--- config.mk ---
export PLATFORM = sky130hd
export DESIGN_NAME = safing_engine
export DESIGN_NICKNAME = d
export VERILOG_FILES = /design/src/include/safing_pkg.sv /design/src/logic/dwell_stretch.sv /design/src/logic/safing_engine.sv
export SDC_FILE = /design/constraint.sdc
export NUM_CORES = 2
export LEC_CHECK = 0
export BUFFER_PORTS_ARGS = -buffer_cell sky130_fd_sc_hd__buf_2
export CAP_MARGIN = 20
export CORE_MARGIN = 2
export CORE_UTILIZATION = 55
export DETAILED_ROUTE_END_ITERATION = 8
export PLACE_DENSITY = 0.73
export SLEW_MARGIN = 10
export SYNTH_ARGS = -nofsm -noshare
export SYNTH_HDL_FRONTEND = slang
export SYNTH_SLANG_ARGS = --single-unit
export TNS_END_PERCENT = 100
--- constraint.sdc ---
create_clock -name I_CLK -period 9.57 [get_ports I_CLK]
set_input_delay 0.957 -clock I_CLK [delete_from_list [all_inputs] [get_ports I_CLK]]
set_output_delay 0.957 -clock I_CLK [all_outputs]
set_load 0.01 [all_outputs]
--- src/include/safing_pkg.sv ---
// Constants shared by the safing engine and its dwell stretch counters
package safing_pkg;
  localparam int          NUM_RECORDS     = 4;
  localparam int          CNT_W           = 8;
  localparam int          DWELL_W         = 4;
  localparam int          CLK_PERIOD_NS   = 8;
  localparam int          TICK_US         = 1;
  localparam int          TICK_CYCLES     = (TICK_US * 1000) / CLK_PERIOD_NS;
  localparam int          DWELL_UNIT_US   = 1000;
  localparam int          SCRAP_TIMEOUT_US = 100000;
  localparam int          DISP_PERIOD_MIN_US = 200;
  localparam int          DISP_PERIOD_MAX_US = 300;
  localparam int          DISP_HIGH_MIN_US   = 80;
  localparam int          DISP_HIGH_MAX_US   = 120;
  localparam int          DISP_GOOD_NEEDED   = 3;
  localparam int          DISP_BAD_LIMIT     = 2;
  // Register byte offsets
  localparam logic [7:0]  OFS_GLOBAL      = 8'h00;
  localparam logic [7:0]  OFS_PERMIT_TH   = 8'h04;
  localparam logic [7:0]  OFS_LOOP_MASK   = 8'h08;
  localparam logic [7:0]  OFS_COMPLETE    = 8'h0c;
  localparam logic [7:0]  OFS_ENABLE      = 8'h10;
  localparam logic [7:0]  OFS_STATUS      = 8'h14;
  localparam logic [7:0]  OFS_REC_CTRL    = 8'h20;
  localparam logic [7:0]  OFS_REC_COUNT   = 8'h30;
  // Global register fields
  localparam int          GL_INC_LSB      = 0;
  localparam int          GL_DEC_LSB      = 8;
  localparam int          GL_EXT_ENGINE   = 16;
  localparam int          GL_EXT_RAIL     = 17;
  localparam int          GL_TEST_PIN     = 18;
  localparam int          GL_TEST_RAIL    = 19;
  // Record control word fields
  localparam int          RC_MAP          = 16;
  localparam int          RC_DWELL_LSB    = 17;
  localparam int          RC_COMBINE      = 21;
  localparam logic [1:0]  RESP_OKAY       = 2'b00;
  localparam logic [1:0]  RESP_SLVERR     = 2'b10;
  localparam logic [31:0] RST_GLOBAL      = 32'h0000_0101;
  localparam logic [31:0] RST_PERMIT_TH   = 32'h0000_0404;
  localparam logic [7:0]  RST_LOOP_MASK   = 8'hff;

  typedef enum logic [0:0] {
    SCRAP_IDLE   = 1'b0,
    SCRAP_ARMING = 1'b1
  } scrap_state_t;
endpackage

--- src/logic/dwell_stretch.sv ---
// Dwell stretch counter that only ever extends its remaining time
`timescale 1ns/1ps
`default_nettype none
module dwell_stretch #(
  parameter int W = 4
) (
  input  wire logic         i_clk,
  input  wire logic         i_rst,
  input  wire logic         i_clear,
  input  wire logic         i_tick,
  input  wire logic         i_arm,
  input  wire logic [W-1:0] i_value,
  output logic              o_active
);
  logic [W-1:0] cnt_q;

  always_ff @(posedge i_clk) begin
    if (i_rst || i_clear) begin
      cnt_q <= '0;
    end else if (i_arm && (cnt_q < i_value)) begin
      cnt_q <= i_value;
    end else if (i_tick && (cnt_q != '0)) begin
      cnt_q <= cnt_q - W'(1);
    end
  end

  // Runs on regardless of the arm source going away
  assign o_active = i_arm || (cnt_q != '0);
endmodule
`default_nettype wire

--- src/logic/safing_engine.sv ---
// Safing engine: sample judging, event counters, permits, dwell and scrap arming
`timescale 1ns/1ps
`default_nettype none
// How it works
// - Record settings and engine selection change only in diagnostic state; enables anytime.
// - Safing sequencer reset holds records, counters, permits and dwell counters inactive.
// - Four records, each with its own control word, sharing one global configuration.
// - Signed sample above threshold is positive event, below negated threshold negative.
// - Triggered counter adds count_increment, otherwise subtracts count_decrement.
// - Separate positive and negative counters, both updated on every evaluated sample.
// - One increment and one decrement value serve all records.
// - Counters compared with positive and negative permit thresholds; either one reached arms the record.
// - Zero permit threshold arms at once on entering safing state.
// - Counters freeze while compare complete bits stay unread.
// - Each enabled record maps to one internal permit; permits OR their records.
// - Per-loop mask gates each internal permit onto the loop enables.
// - Safing FET rail follows internal permits or external fire enables.
// - Deploy permit pin follows internal arming or external fire enable combination.
// - Pin test and rail test never run together in diagnostic state.
// - Started dwell completes even if record disabled; only sequencer reset cuts it.
// - Pin has own dwell counter loaded with longest dwell of driving records.
// - Dwell counter only loaded when new value exceeds remaining time.
// - Qualified disposal line arms outputs from scrap; timeout returns to scrap.
// - Period and duty checked per cycle; three qualified cycles needed.
// - Two consecutive invalid cycles disqualify the disposal line.
// - Combined pair compares sum on record n, difference on record n+1.
// - Record evaluated on first match only until its complete bit clears.
// - Samples processed only in safing state; sequencer reset clears records.
module safing_engine
  import safing_pkg::*;
#(
  parameter int DWELL_UNIT_CYCLES  = DWELL_UNIT_US / TICK_US,
  parameter int SCRAP_TIMEOUT_TICKS = SCRAP_TIMEOUT_US / TICK_US
) (
  input  wire logic                               I_CLK,
  input  wire logic                               I_RST,
  input  wire logic                               i_SEQUENCER_RESET,
  input  wire logic                               i_DIAG_STATE,
  input  wire logic                               i_SAFING_STATE,
  input  wire logic                               i_SCRAP_STATE,
  input  wire logic                               i_SAMPLE_VALID,
  input  wire logic [safing_pkg::NUM_RECORDS-1:0] i_SAMPLE_MATCH,
  input  wire logic [15:0]                        i_SAMPLE_DATA,
  input  wire logic                               i_EXTERNAL_FIRE_ENABLE_HIGH,
  input  wire logic                               i_EXTERNAL_FIRE_ENABLE_LOW,
  input  wire logic                               i_DISPOSAL_LINE_INPUT,
  output logic                                    o_INTERNAL_PERMIT_A,
  output logic                                    o_INTERNAL_PERMIT_B,
  output logic [safing_pkg::NUM_RECORDS-1:0]      o_LOOP_ENABLE,
  output logic                                    o_DEPLOY_PERMIT_PIN,
  output logic                                    o_SAFING_FET_RAIL,
  input  wire logic [7:0]                         i_AWADDR,
  input  wire logic                               i_AWVALID,
  output logic                                    o_AWREADY,
  input  wire logic [31:0]                        i_WDATA,
  input  wire logic [3:0]                         i_WSTRB,
  input  wire logic                               i_WVALID,
  output logic                                    o_WREADY,
  output logic [1:0]                              o_BRESP,
  output logic                                    o_BVALID,
  input  wire logic                               i_BREADY,
  input  wire logic [7:0]                         i_ARADDR,
  input  wire logic                               i_ARVALID,
  output logic                                    o_ARREADY,
  output logic [31:0]                             o_RDATA,
  output logic [1:0]                              o_RRESP,
  output logic                                    o_RVALID,
  input  wire logic                               i_RREADY
);
  import safing_pkg::*;
  localparam int N = NUM_RECORDS;

  logic [31:0]        global_q, permit_th_q;
  logic [7:0]         loop_mask_q;
  logic [N-1:0]       enable_q;
  logic [31:0]        rec_ctrl_q [N];
  logic [15:0]        data_q [N];
  logic [N-1:0]       cap_q, done_q, eval, arm, active;
  logic [CNT_W-1:0]   pos_q [N];
  logic [CNT_W-1:0]   neg_q [N];
  logic               clr;
  logic               cc_clr;
  logic               us_tick, dwell_tick;
  logic [7:0]         us_cnt_q;
  logic [15:0]        unit_cnt_q;
  logic               permit_a, permit_b, pin_active;
  logic [DWELL_W-1:0] pin_dwell;

  assign clr = i_SEQUENCER_RESET;

  // Microsecond tick and dwell unit tick
  always_ff @(posedge I_CLK) begin
    if (I_RST || us_tick) begin
      us_cnt_q <= '0;
    end else begin
      us_cnt_q <= us_cnt_q + 8'h01;
    end
  end
  assign us_tick = (us_cnt_q == 8'(TICK_CYCLES - 1));

  always_ff @(posedge I_CLK) begin
    if (I_RST || dwell_tick) begin
      unit_cnt_q <= '0;
    end else if (us_tick) begin
      unit_cnt_q <= unit_cnt_q + 16'h0001;
    end
  end
  assign dwell_tick = us_tick && (unit_cnt_q == 16'(DWELL_UNIT_CYCLES - 1));

  // AXI4-Lite write channel
  logic        aw_held_q, w_held_q;
  logic [7:0]  awaddr_q;
  logic [31:0] wdata_q;
  logic [3:0]  wstrb_q;
  logic        wr_go;
  logic [31:0] wmask;

  always_ff @(posedge I_CLK) begin
    if (I_RST) begin
      aw_held_q <= 1'b0;
      w_held_q  <= 1'b0;
      awaddr_q  <= '0;
      wdata_q   <= '0;
      wstrb_q   <= '0;
      o_BVALID  <= 1'b0;
      o_BRESP   <= RESP_OKAY;
    end else begin
      if (i_AWVALID && o_AWREADY) begin
        aw_held_q <= 1'b1;
        awaddr_q  <= i_AWADDR;
      end
      if (i_WVALID && o_WREADY) begin
        w_held_q <= 1'b1;
        wdata_q  <= i_WDATA;
        wstrb_q  <= i_WSTRB;
      end
      if (wr_go) begin
        aw_held_q <= 1'b0;
        w_held_q  <= 1'b0;
        o_BVALID  <= 1'b1;
        o_BRESP   <= wr_mapped(awaddr_q) ? RESP_OKAY : RESP_SLVERR;
      end else if (o_BVALID && i_BREADY) begin
        o_BVALID <= 1'b0;
      end
    end
  end
  assign o_AWREADY = ~aw_held_q && ~o_BVALID && ~I_RST;
  assign o_WREADY  = ~w_held_q && ~o_BVALID && ~I_RST;
  assign wr_go     = aw_held_q && w_held_q && ~o_BVALID;
  assign wmask     = {{8{wstrb_q[3]}}, {8{wstrb_q[2]}}, {8{wstrb_q[1]}}, {8{wstrb_q[0]}}};

  function automatic logic wr_mapped(input logic [7:0] a);
    wr_mapped = (a == OFS_GLOBAL) || (a == OFS_PERMIT_TH) || (a == OFS_LOOP_MASK)
             || (a == OFS_ENABLE) || (a[7:4] == OFS_REC_CTRL[7:4] && a[1:0] == 2'b00);
  endfunction

  function automatic logic [31:0] merge(input logic [31:0] old, input logic [31:0] nw,
                                        input logic [31:0] m);
    merge = (old & ~m) | (nw & m);
  endfunction

  // Configuration registers
  always_ff @(posedge I_CLK) begin
    if (I_RST) begin
      global_q    <= RST_GLOBAL;
      permit_th_q <= RST_PERMIT_TH;
      loop_mask_q <= RST_LOOP_MASK;
      enable_q    <= '0;
      for (int r = 0; r < N; r++) begin
        rec_ctrl_q[r] <= '0;
      end
    end else if (wr_go) begin
      if (awaddr_q == OFS_ENABLE) begin
        enable_q <= N'(merge({28'h0, enable_q}, wdata_q, wmask));
      end
      if (i_DIAG_STATE) begin
        if (awaddr_q == OFS_GLOBAL) begin
          global_q <= merge(global_q, wdata_q, wmask);
          if (wmask[GL_TEST_PIN] && wdata_q[GL_TEST_PIN]) begin
            global_q[GL_TEST_RAIL] <= 1'b0;
          end
        end
        if (awaddr_q == OFS_PERMIT_TH) begin
          permit_th_q <= merge(permit_th_q, wdata_q, wmask);
        end
        if (awaddr_q == OFS_LOOP_MASK) begin
          loop_mask_q <= 8'(merge({24'h0, loop_mask_q}, wdata_q, wmask));
        end
        for (int r = 0; r < N; r++) begin
          if (awaddr_q == OFS_REC_CTRL + 8'(4 * r)) begin
            rec_ctrl_q[r] <= merge(rec_ctrl_q[r], wdata_q, wmask);
          end
        end
      end
    end
  end

  // AXI4-Lite read channel; reading the complete bits clears them
  logic [31:0] rd_val;
  logic        rd_ok;
  always_comb begin
    rd_val = '0;
    rd_ok  = 1'b1;
    case (i_ARADDR)
      OFS_GLOBAL:    rd_val = global_q;
      OFS_PERMIT_TH: rd_val = permit_th_q;
      OFS_LOOP_MASK: rd_val = {24'h0, loop_mask_q};
      OFS_COMPLETE:  rd_val = {28'h0, cap_q};
      OFS_ENABLE:    rd_val = {28'h0, enable_q};
      OFS_STATUS:    rd_val = {27'h0, o_SAFING_FET_RAIL, o_DEPLOY_PERMIT_PIN,
                               o_INTERNAL_PERMIT_B, o_INTERNAL_PERMIT_A, i_SCRAP_STATE};
      default: begin
        rd_ok = 1'b0;
        for (int r = 0; r < N; r++) begin
          if (i_ARADDR == OFS_REC_CTRL + 8'(4 * r)) begin
            rd_val = rec_ctrl_q[r];
            rd_ok  = 1'b1;
          end
          if (i_ARADDR == OFS_REC_COUNT + 8'(4 * r)) begin
            rd_val = {16'h0, neg_q[r], pos_q[r]};
            rd_ok  = 1'b1;
          end
        end
      end
    endcase
  end

  always_ff @(posedge I_CLK) begin
    if (I_RST) begin
      o_RVALID <= 1'b0;
      o_RDATA  <= '0;
      o_RRESP  <= RESP_OKAY;
    end else if (i_ARVALID && o_ARREADY) begin
      o_RVALID <= 1'b1;
      o_RDATA  <= rd_val;
      o_RRESP  <= rd_ok ? RESP_OKAY : RESP_SLVERR;
    end else if (o_RVALID && i_RREADY) begin
      o_RVALID <= 1'b0;
    end
  end
  assign o_ARREADY = ~o_RVALID && ~I_RST;
  assign cc_clr    = i_ARVALID && o_ARREADY && (i_ARADDR == OFS_COMPLETE);

  // Records: capture, evaluate, count, dwell
  for (genvar r = 0; r < N; r++) begin : g_rec
    localparam int P = r ^ 1;
    logic               comb, accept;
    logic signed [17:0] own, other, value, th;
    logic               ev_pos, ev_neg;

    assign comb   = rec_ctrl_q[r][RC_COMBINE];
    assign accept = i_SAMPLE_VALID && i_SAMPLE_MATCH[r] && i_SAFING_STATE && enable_q[r]
                  && (~cap_q[r] || cc_clr);
    assign eval[r] = cap_q[r] && ~done_q[r] && (~comb || cap_q[P]);
    assign own   = 18'(signed'(data_q[r]));
    assign other = 18'(signed'(data_q[P]));
    assign value = ~comb ? own : ((r % 2 == 0) ? own + other : own - other);
    assign th    = signed'({2'b00, rec_ctrl_q[r][15:0]});
    assign ev_pos = value > th;
    assign ev_neg = value < -th;

    always_ff @(posedge I_CLK) begin
      if (I_RST || clr) begin
        cap_q[r]  <= 1'b0;
        done_q[r] <= 1'b0;
        data_q[r] <= '0;
      end else begin
        if (accept) begin
          cap_q[r]  <= 1'b1;
          data_q[r] <= i_SAMPLE_DATA;
        end else if (cc_clr) begin
          cap_q[r] <= 1'b0;
        end
        if (accept || cc_clr) begin
          done_q[r] <= 1'b0;
        end else if (eval[r]) begin
          done_q[r] <= 1'b1;
        end
      end
    end

    // Counters only move on an evaluation, which needs a freshly captured sample
    always_ff @(posedge I_CLK) begin
      if (I_RST || clr) begin
        pos_q[r] <= '0;
        neg_q[r] <= '0;
      end else if (eval[r] && i_SAFING_STATE) begin
        pos_q[r] <= step(pos_q[r], ev_pos);
        neg_q[r] <= step(neg_q[r], ev_neg);
      end
    end

    assign arm[r] = i_SAFING_STATE && ~clr && enable_q[r]
                  && (pos_q[r] >= permit_th_q[7:0] || neg_q[r] >= permit_th_q[15:8]);

    dwell_stretch #(.W(DWELL_W)) u_dwell (
      .i_clk    (I_CLK),
      .i_rst    (I_RST),
      .i_clear  (clr),
      .i_tick   (dwell_tick),
      .i_arm    (arm[r]),
      .i_value  (rec_ctrl_q[r][RC_DWELL_LSB +: DWELL_W]),
      .o_active (active[r])
    );
  end

  // Saturating counter step with shared increment and decrement
  function automatic logic [CNT_W-1:0] step(input logic [CNT_W-1:0] c, input logic hit);
    logic [CNT_W:0] s;
    s = {1'b0, c} + {1'b0, global_q[GL_INC_LSB +: CNT_W]};
    if (hit) begin
      step = s[CNT_W] ? '1 : s[CNT_W-1:0];
    end else begin
      step = (c > global_q[GL_DEC_LSB +: CNT_W]) ? c - global_q[GL_DEC_LSB +: CNT_W] : '0;
    end
  endfunction

  // Permit OR-ing and longest dwell for the pin
  always_comb begin
    permit_a  = 1'b0;
    permit_b  = 1'b0;
    pin_dwell = '0;
    for (int r = 0; r < N; r++) begin
      if (active[r] && ~rec_ctrl_q[r][RC_MAP]) begin
        permit_a = 1'b1;
      end
      if (active[r] && rec_ctrl_q[r][RC_MAP]) begin
        permit_b = 1'b1;
      end
      if (arm[r] && rec_ctrl_q[r][RC_DWELL_LSB +: DWELL_W] > pin_dwell) begin
        pin_dwell = rec_ctrl_q[r][RC_DWELL_LSB +: DWELL_W];
      end
    end
  end

  dwell_stretch #(.W(DWELL_W)) u_pin_dwell (
    .i_clk    (I_CLK),
    .i_rst    (I_RST),
    .i_clear  (clr),
    .i_tick   (dwell_tick),
    .i_arm    (|arm),
    .i_value  (pin_dwell),
    .o_active (pin_active)
  );

  // Disposal line qualification
  logic         line_q;
  logic [15:0]  per_cnt_q, high_cnt_q;
  logic [1:0]   good_q, bad_q;
  logic         cyc_end, cyc_ok, stuck;
  logic [31:0]  to_cnt_q;
  scrap_state_t scrap_q;

  assign stuck   = per_cnt_q > 16'(DISP_PERIOD_MAX_US / TICK_US);
  assign cyc_end = (i_DISPOSAL_LINE_INPUT && ~line_q) || (stuck && us_tick);
  assign cyc_ok  = ~stuck && per_cnt_q >= 16'(DISP_PERIOD_MIN_US / TICK_US)
                && high_cnt_q >= 16'(DISP_HIGH_MIN_US / TICK_US)
                && high_cnt_q <= 16'(DISP_HIGH_MAX_US / TICK_US);

  always_ff @(posedge I_CLK) begin
    if (I_RST || ~i_SCRAP_STATE) begin
      line_q     <= 1'b0;
      per_cnt_q  <= '0;
      high_cnt_q <= '0;
      good_q     <= '0;
      bad_q      <= '0;
    end else begin
      line_q <= i_DISPOSAL_LINE_INPUT;
      if (cyc_end) begin
        per_cnt_q  <= '0;
        high_cnt_q <= '0;
        if (cyc_ok) begin
          bad_q <= '0;
          if (good_q != 2'(DISP_GOOD_NEEDED)) begin
            good_q <= good_q + 2'b01;
          end
        end else if (bad_q == 2'(DISP_BAD_LIMIT - 1)) begin
          good_q <= '0;
          bad_q  <= '0;
        end else begin
          bad_q <= bad_q + 2'b01;
        end
      end else if (us_tick) begin
        per_cnt_q <= per_cnt_q + 16'h0001;
        if (i_DISPOSAL_LINE_INPUT) begin
          high_cnt_q <= high_cnt_q + 16'h0001;
        end
      end
    end
  end

  always_ff @(posedge I_CLK) begin
    if (I_RST || ~i_SCRAP_STATE) begin
      scrap_q  <= SCRAP_IDLE;
      to_cnt_q <= '0;
    end else begin
      case (scrap_q)
        SCRAP_IDLE: begin
          to_cnt_q <= '0;
          if (good_q == 2'(DISP_GOOD_NEEDED)) begin
            scrap_q <= SCRAP_ARMING;
          end
        end
        SCRAP_ARMING: begin
          if (good_q != 2'(DISP_GOOD_NEEDED)
              || to_cnt_q >= 32'(SCRAP_TIMEOUT_TICKS - 1)) begin
            scrap_q <= SCRAP_IDLE;
          end else if (cyc_end && cyc_ok) begin
            to_cnt_q <= '0;
          end else if (us_tick) begin
            to_cnt_q <= to_cnt_q + 32'h1;
          end
        end
        default: scrap_q <= SCRAP_IDLE;
      endcase
    end
  end

  // Registered outputs
  always_ff @(posedge I_CLK) begin
    if (I_RST) begin
      o_INTERNAL_PERMIT_A <= 1'b0;
      o_INTERNAL_PERMIT_B <= 1'b0;
      o_LOOP_ENABLE       <= '0;
      o_DEPLOY_PERMIT_PIN <= 1'b0;
      o_SAFING_FET_RAIL   <= 1'b0;
    end else begin
      o_INTERNAL_PERMIT_A <= permit_a;
      o_INTERNAL_PERMIT_B <= permit_b;
      o_LOOP_ENABLE       <= ({N{permit_a}} & ~loop_mask_q[N-1:0])
                           | ({N{permit_b}} & ~loop_mask_q[2*N-1:N]);
      if (scrap_q == SCRAP_ARMING) begin
        o_DEPLOY_PERMIT_PIN <= 1'b1;
        o_SAFING_FET_RAIL   <= 1'b1;
      end else if (i_DIAG_STATE) begin
        o_DEPLOY_PERMIT_PIN <= global_q[GL_TEST_PIN];
        o_SAFING_FET_RAIL   <= global_q[GL_TEST_RAIL] && ~global_q[GL_TEST_PIN];
      end else begin
        o_DEPLOY_PERMIT_PIN <= global_q[GL_EXT_ENGINE]
                             ? (i_EXTERNAL_FIRE_ENABLE_HIGH && ~i_EXTERNAL_FIRE_ENABLE_LOW)
                             : pin_active;
        o_SAFING_FET_RAIL   <= global_q[GL_EXT_RAIL]
                             ? (i_EXTERNAL_FIRE_ENABLE_HIGH && ~i_EXTERNAL_FIRE_ENABLE_LOW)
                             : (permit_a || permit_b);
      end
    end
  end
endmodule
`default_nettype wire

==> impl_metrics.yaml <==
grt:
  grt_max_degree: 80
  grt_pass1_vias: 31500
  antenna_found_initial: 8
  grt_pass1_wl_um: 192000
  grtUsageTotal_pct: 35.1
  overflow: 0
worst_setup_path:
  critical_path_class: "flip-flop to flip-flop"
  cp_common_cell: "ha_1"
  max_stage_delay_ns: 0.49
  crit_arrival_ns: 8.14
  path_max_fanout: 9
  crit_required_ns: 10.11
  critical_path.startpoint_type: "flip-flop"
  worstSetupEndpointType: "flip-flop"
  cp_slowest_cell: "a2111oi_4"
clocking:
  cts_setup_buffers: 0
  root_buffer: "clkbuf_16"
  cts_resized: 0
  cts_max_path_buffers: 3
  path_clk_slew_ns: 0.06
  holdBufCountCts: 0
  clock-sinks: 544
  worstSkewPairLatency_ns: 0.65
  cts_inserted_buffers: 59
  htree_levels: 2
  tritoncts: "built"
place:
  place.gp.congestion: 1.02
  dp_hpwl_um: 95000
  place_ws_ns: 2.03
  portBuffers: 133
drt:
  routedWlPerCell_um: 23.6
  drt_pass1_iterations: 7
  drc: 0
  first_iter_violations: 3788
  ant_nets: 0
  viasPerCell: 6.25
  vias: 34200
  routed_wl_um: 129000
hold_path:
  min_path_type: "flip-flop to flip-flop"
timing:
  fin_setup_tns_ns: 0
  drv_slew: 0
  rsz0062_at_grt: "no"
  finalSetupViolCount: 0
  hold_violations: 0
  max_freq_mhz: 132
  whs_ns: 0.454
  period_needed_ns: 7.60
  skew_ns: 0.0382
  max_slew_margin_pct: 19.1
  finalWorstSetupSlack_ns: 1.97
  fin_crit_sh_pct: 79.4
  worst_pin_slew_ns: 1.21
floorplanning:
  ios: 136
  die_y_um: 269
  die_width_um: 269
  coreArea_mm2: 0.0697
  rows: 97
  dieArea_mm2: 0.0722
  start_util_pct: 55.3
logic_synthesis:
  ys_seq_area_share_pct: 34.9
  yosysTopAreaCell: "edfxtp_1"
  netlist.area_leader.share_pct: 20.0
  synth-main-ff-cell: "dfxtp_1"
  synth_cell_type_count: 86
  ys_top_cells_by_area: "edfxtp_1, dfxtp_1, ha_1"
  synth-seq-cells: 544
  async_reset_ff_share_pct: 0
  syn_avg_cell_area_um2: 8.75
  ys_warn_count: 0
  synth_edf_count: 256
  synth_area_mm2: 0.0385
  synth_cells: 4405
power:
  power.density_mw_per_mm2: 135
  finalPower_mw: 5.69
  p_leak_nw: 18.0
  intPower_mw: 4.10
  pwr-share-comb_pct: 13.8
  pwr-share-seq_pct: 45.3
  vdd_drop_max_mv: 0.156
  switchingPower_mw: 1.59
  switching_share_pct: 28.0
  p_clk_share_pct: 40.9
finish:
  drive_gt1_share_pct: 8.45
  area_delta_synth_final_pct: 9.54
  fin_nets: 5028
  n_antenna_cell: 0
  final_core_util_pct: 60.6
run:
  cap_viol_max_count: 0
run_status:
  status: "finished clean"
-- final cells by class --
class / instances / area [um^2]
fillers: 6309 / 27500
multi-input cells: 3386 / 23400
flip-flops and latches: 544 / 13500
clock buffers: 76 / 1640
well taps: 940 / 1180
repair buffers: 197 / 1150
inverters: 296 / 1110
clock inverters: 35 / 304
-- per-layer routing --
layer  global-route usage (%)  vias up  routed length (um)
met3                     7.42      235               14100
met4                     11.3        0                4240
met2                     52.7     1625               54900
li1                         -    16100                   -
met1                     50.3    16200               55900
met5                        0        -                   0
-- placed cells by master (no fill, tap or decap), drive strengths merged, types with 11 or more instances in the layout --
| master | synthesis | routed |
|---|---|---|
| clkbuf | 168 | 76 |
| a211o | 11 | 11 |
| nor3 | 62 | 62 |
| nand2 | 433 | 433 |
| a222oi | 15 | 15 |
| nand4 | 65 | 65 |
| o211ai | 11 | 11 |
| nor4 | 31 | 31 |
| nor2b | 63 | 63 |
| fa | 20 | 20 |
| o21ai | 266 | 266 |
| a211oi | 39 | 39 |
| edfxtp | 256 | 256 |
| ha | 437 | 437 |
| and2 | 16 | 16 |
| a31oi | 33 | 33 |
| buf | 12 | 197 |
| a22oi | 64 | 64 |
| inv | 296 | 302 |
| nand2b | 85 | 85 |
| o22ai | 18 | 18 |
| mux2i | 57 | 57 |
| a21oi | 393 | 393 |
| xor2 | 102 | 102 |
| a22o | 13 | 13 |
| xnor2 | 151 | 151 |
| nand3 | 147 | 147 |
| mux2 | 34 | 34 |
| a31o | 11 | 11 |
| a21o | 128 | 128 |
| clkinv | 0 | 25 |
| dfxtp | 288 | 288 |
| and3 | 170 | 170 |
| o21bai | 26 | 26 |
| or3 | 18 | 18 |
| o21a | 37 | 37 |
| a221oi | 34 | 34 |
| nor2 | 283 | 283 |
-- worst paths after layout --
| check | from | end | slack, ns | depth (start not counted) |
|---|---|---|---|---|
| min | flip-flop | flip-flop | 0.45 | 2 |
| min reg2reg | flip-flop | flip-flop | 0.45 | 2 |
| max | flip-flop | u_pin_dwell.cnt_q[1]$_SDFFE_PP0P_ | 1.97 | 29 |
| max reg2reg | flip-flop | u_pin_dwell.cnt_q[1]$_SDFFE_PP0P_ | 1.97 | 29 |
-- cells in the mapped netlist (all sizes together) (64+ instances only) --
master and count:
inv 296, xor2 102, o21ai 266, nor2 283
a21o 128, xnor2 151, a22oi 64, and3 170
ha 437, nand2b 85, nand3 147, nand2 433
clkbuf 168, a21oi 393, dfxtp 288, edfxtp 256
nand4 65
-- power by group through the flow --
stage	Sequential (mW)	Combinational, mW	Clock (mW)
after global placement	2.62	0.753	0
after global routing	2.58	0.865	2.43
after detailed placement	2.62	0.762	0
after CTS	2.57	0.770	2.34
after floorplan	2.58	0.551	0
final	2.58	0.783	2.33
-- metrics by stage --
step	area, um^2	std cells
after floorplan	38500	4406
after global placement	40200	5362
after detailed placement	40300	5363
after CTS	42200	5474
after global routing	42200	5474
final	42200	5474
-- critical path, delay by kind of cell, from the launching register on --
| kind | cells | cell delay (ns) |
|---|---|---|
| buffers and inverters | 2 | 0.21 |
| and+or+nand+nor | 4 | 0.75 |
| muxes | 3 | 1.07 |
| DFF | 1 | 0.35 |
| adders and majority gates | 5 | 1.52 |
| AOI/OAI and AO/OA | 15 | 3.58 |
-- cell families (layout without fill, tap and decap cells) --
kind of cell / Yosys count / after routing / synth area share, %
flops: 544 / 544 / 34.9
other cells: 1 / 2 / 0.00973
compound gates: 1175 / 1175 / 19.2
simple gates: 1408 / 1408 / 17.7
fa+ha+maj: 457 / 457 / 15.2
mux: 91 / 91 / 2.51
buf+inv: 476 / 604 / 4.67
xor+xnor: 253 / 253 / 5.75
No activity file was read; power rests on OpenSTA's default activity.
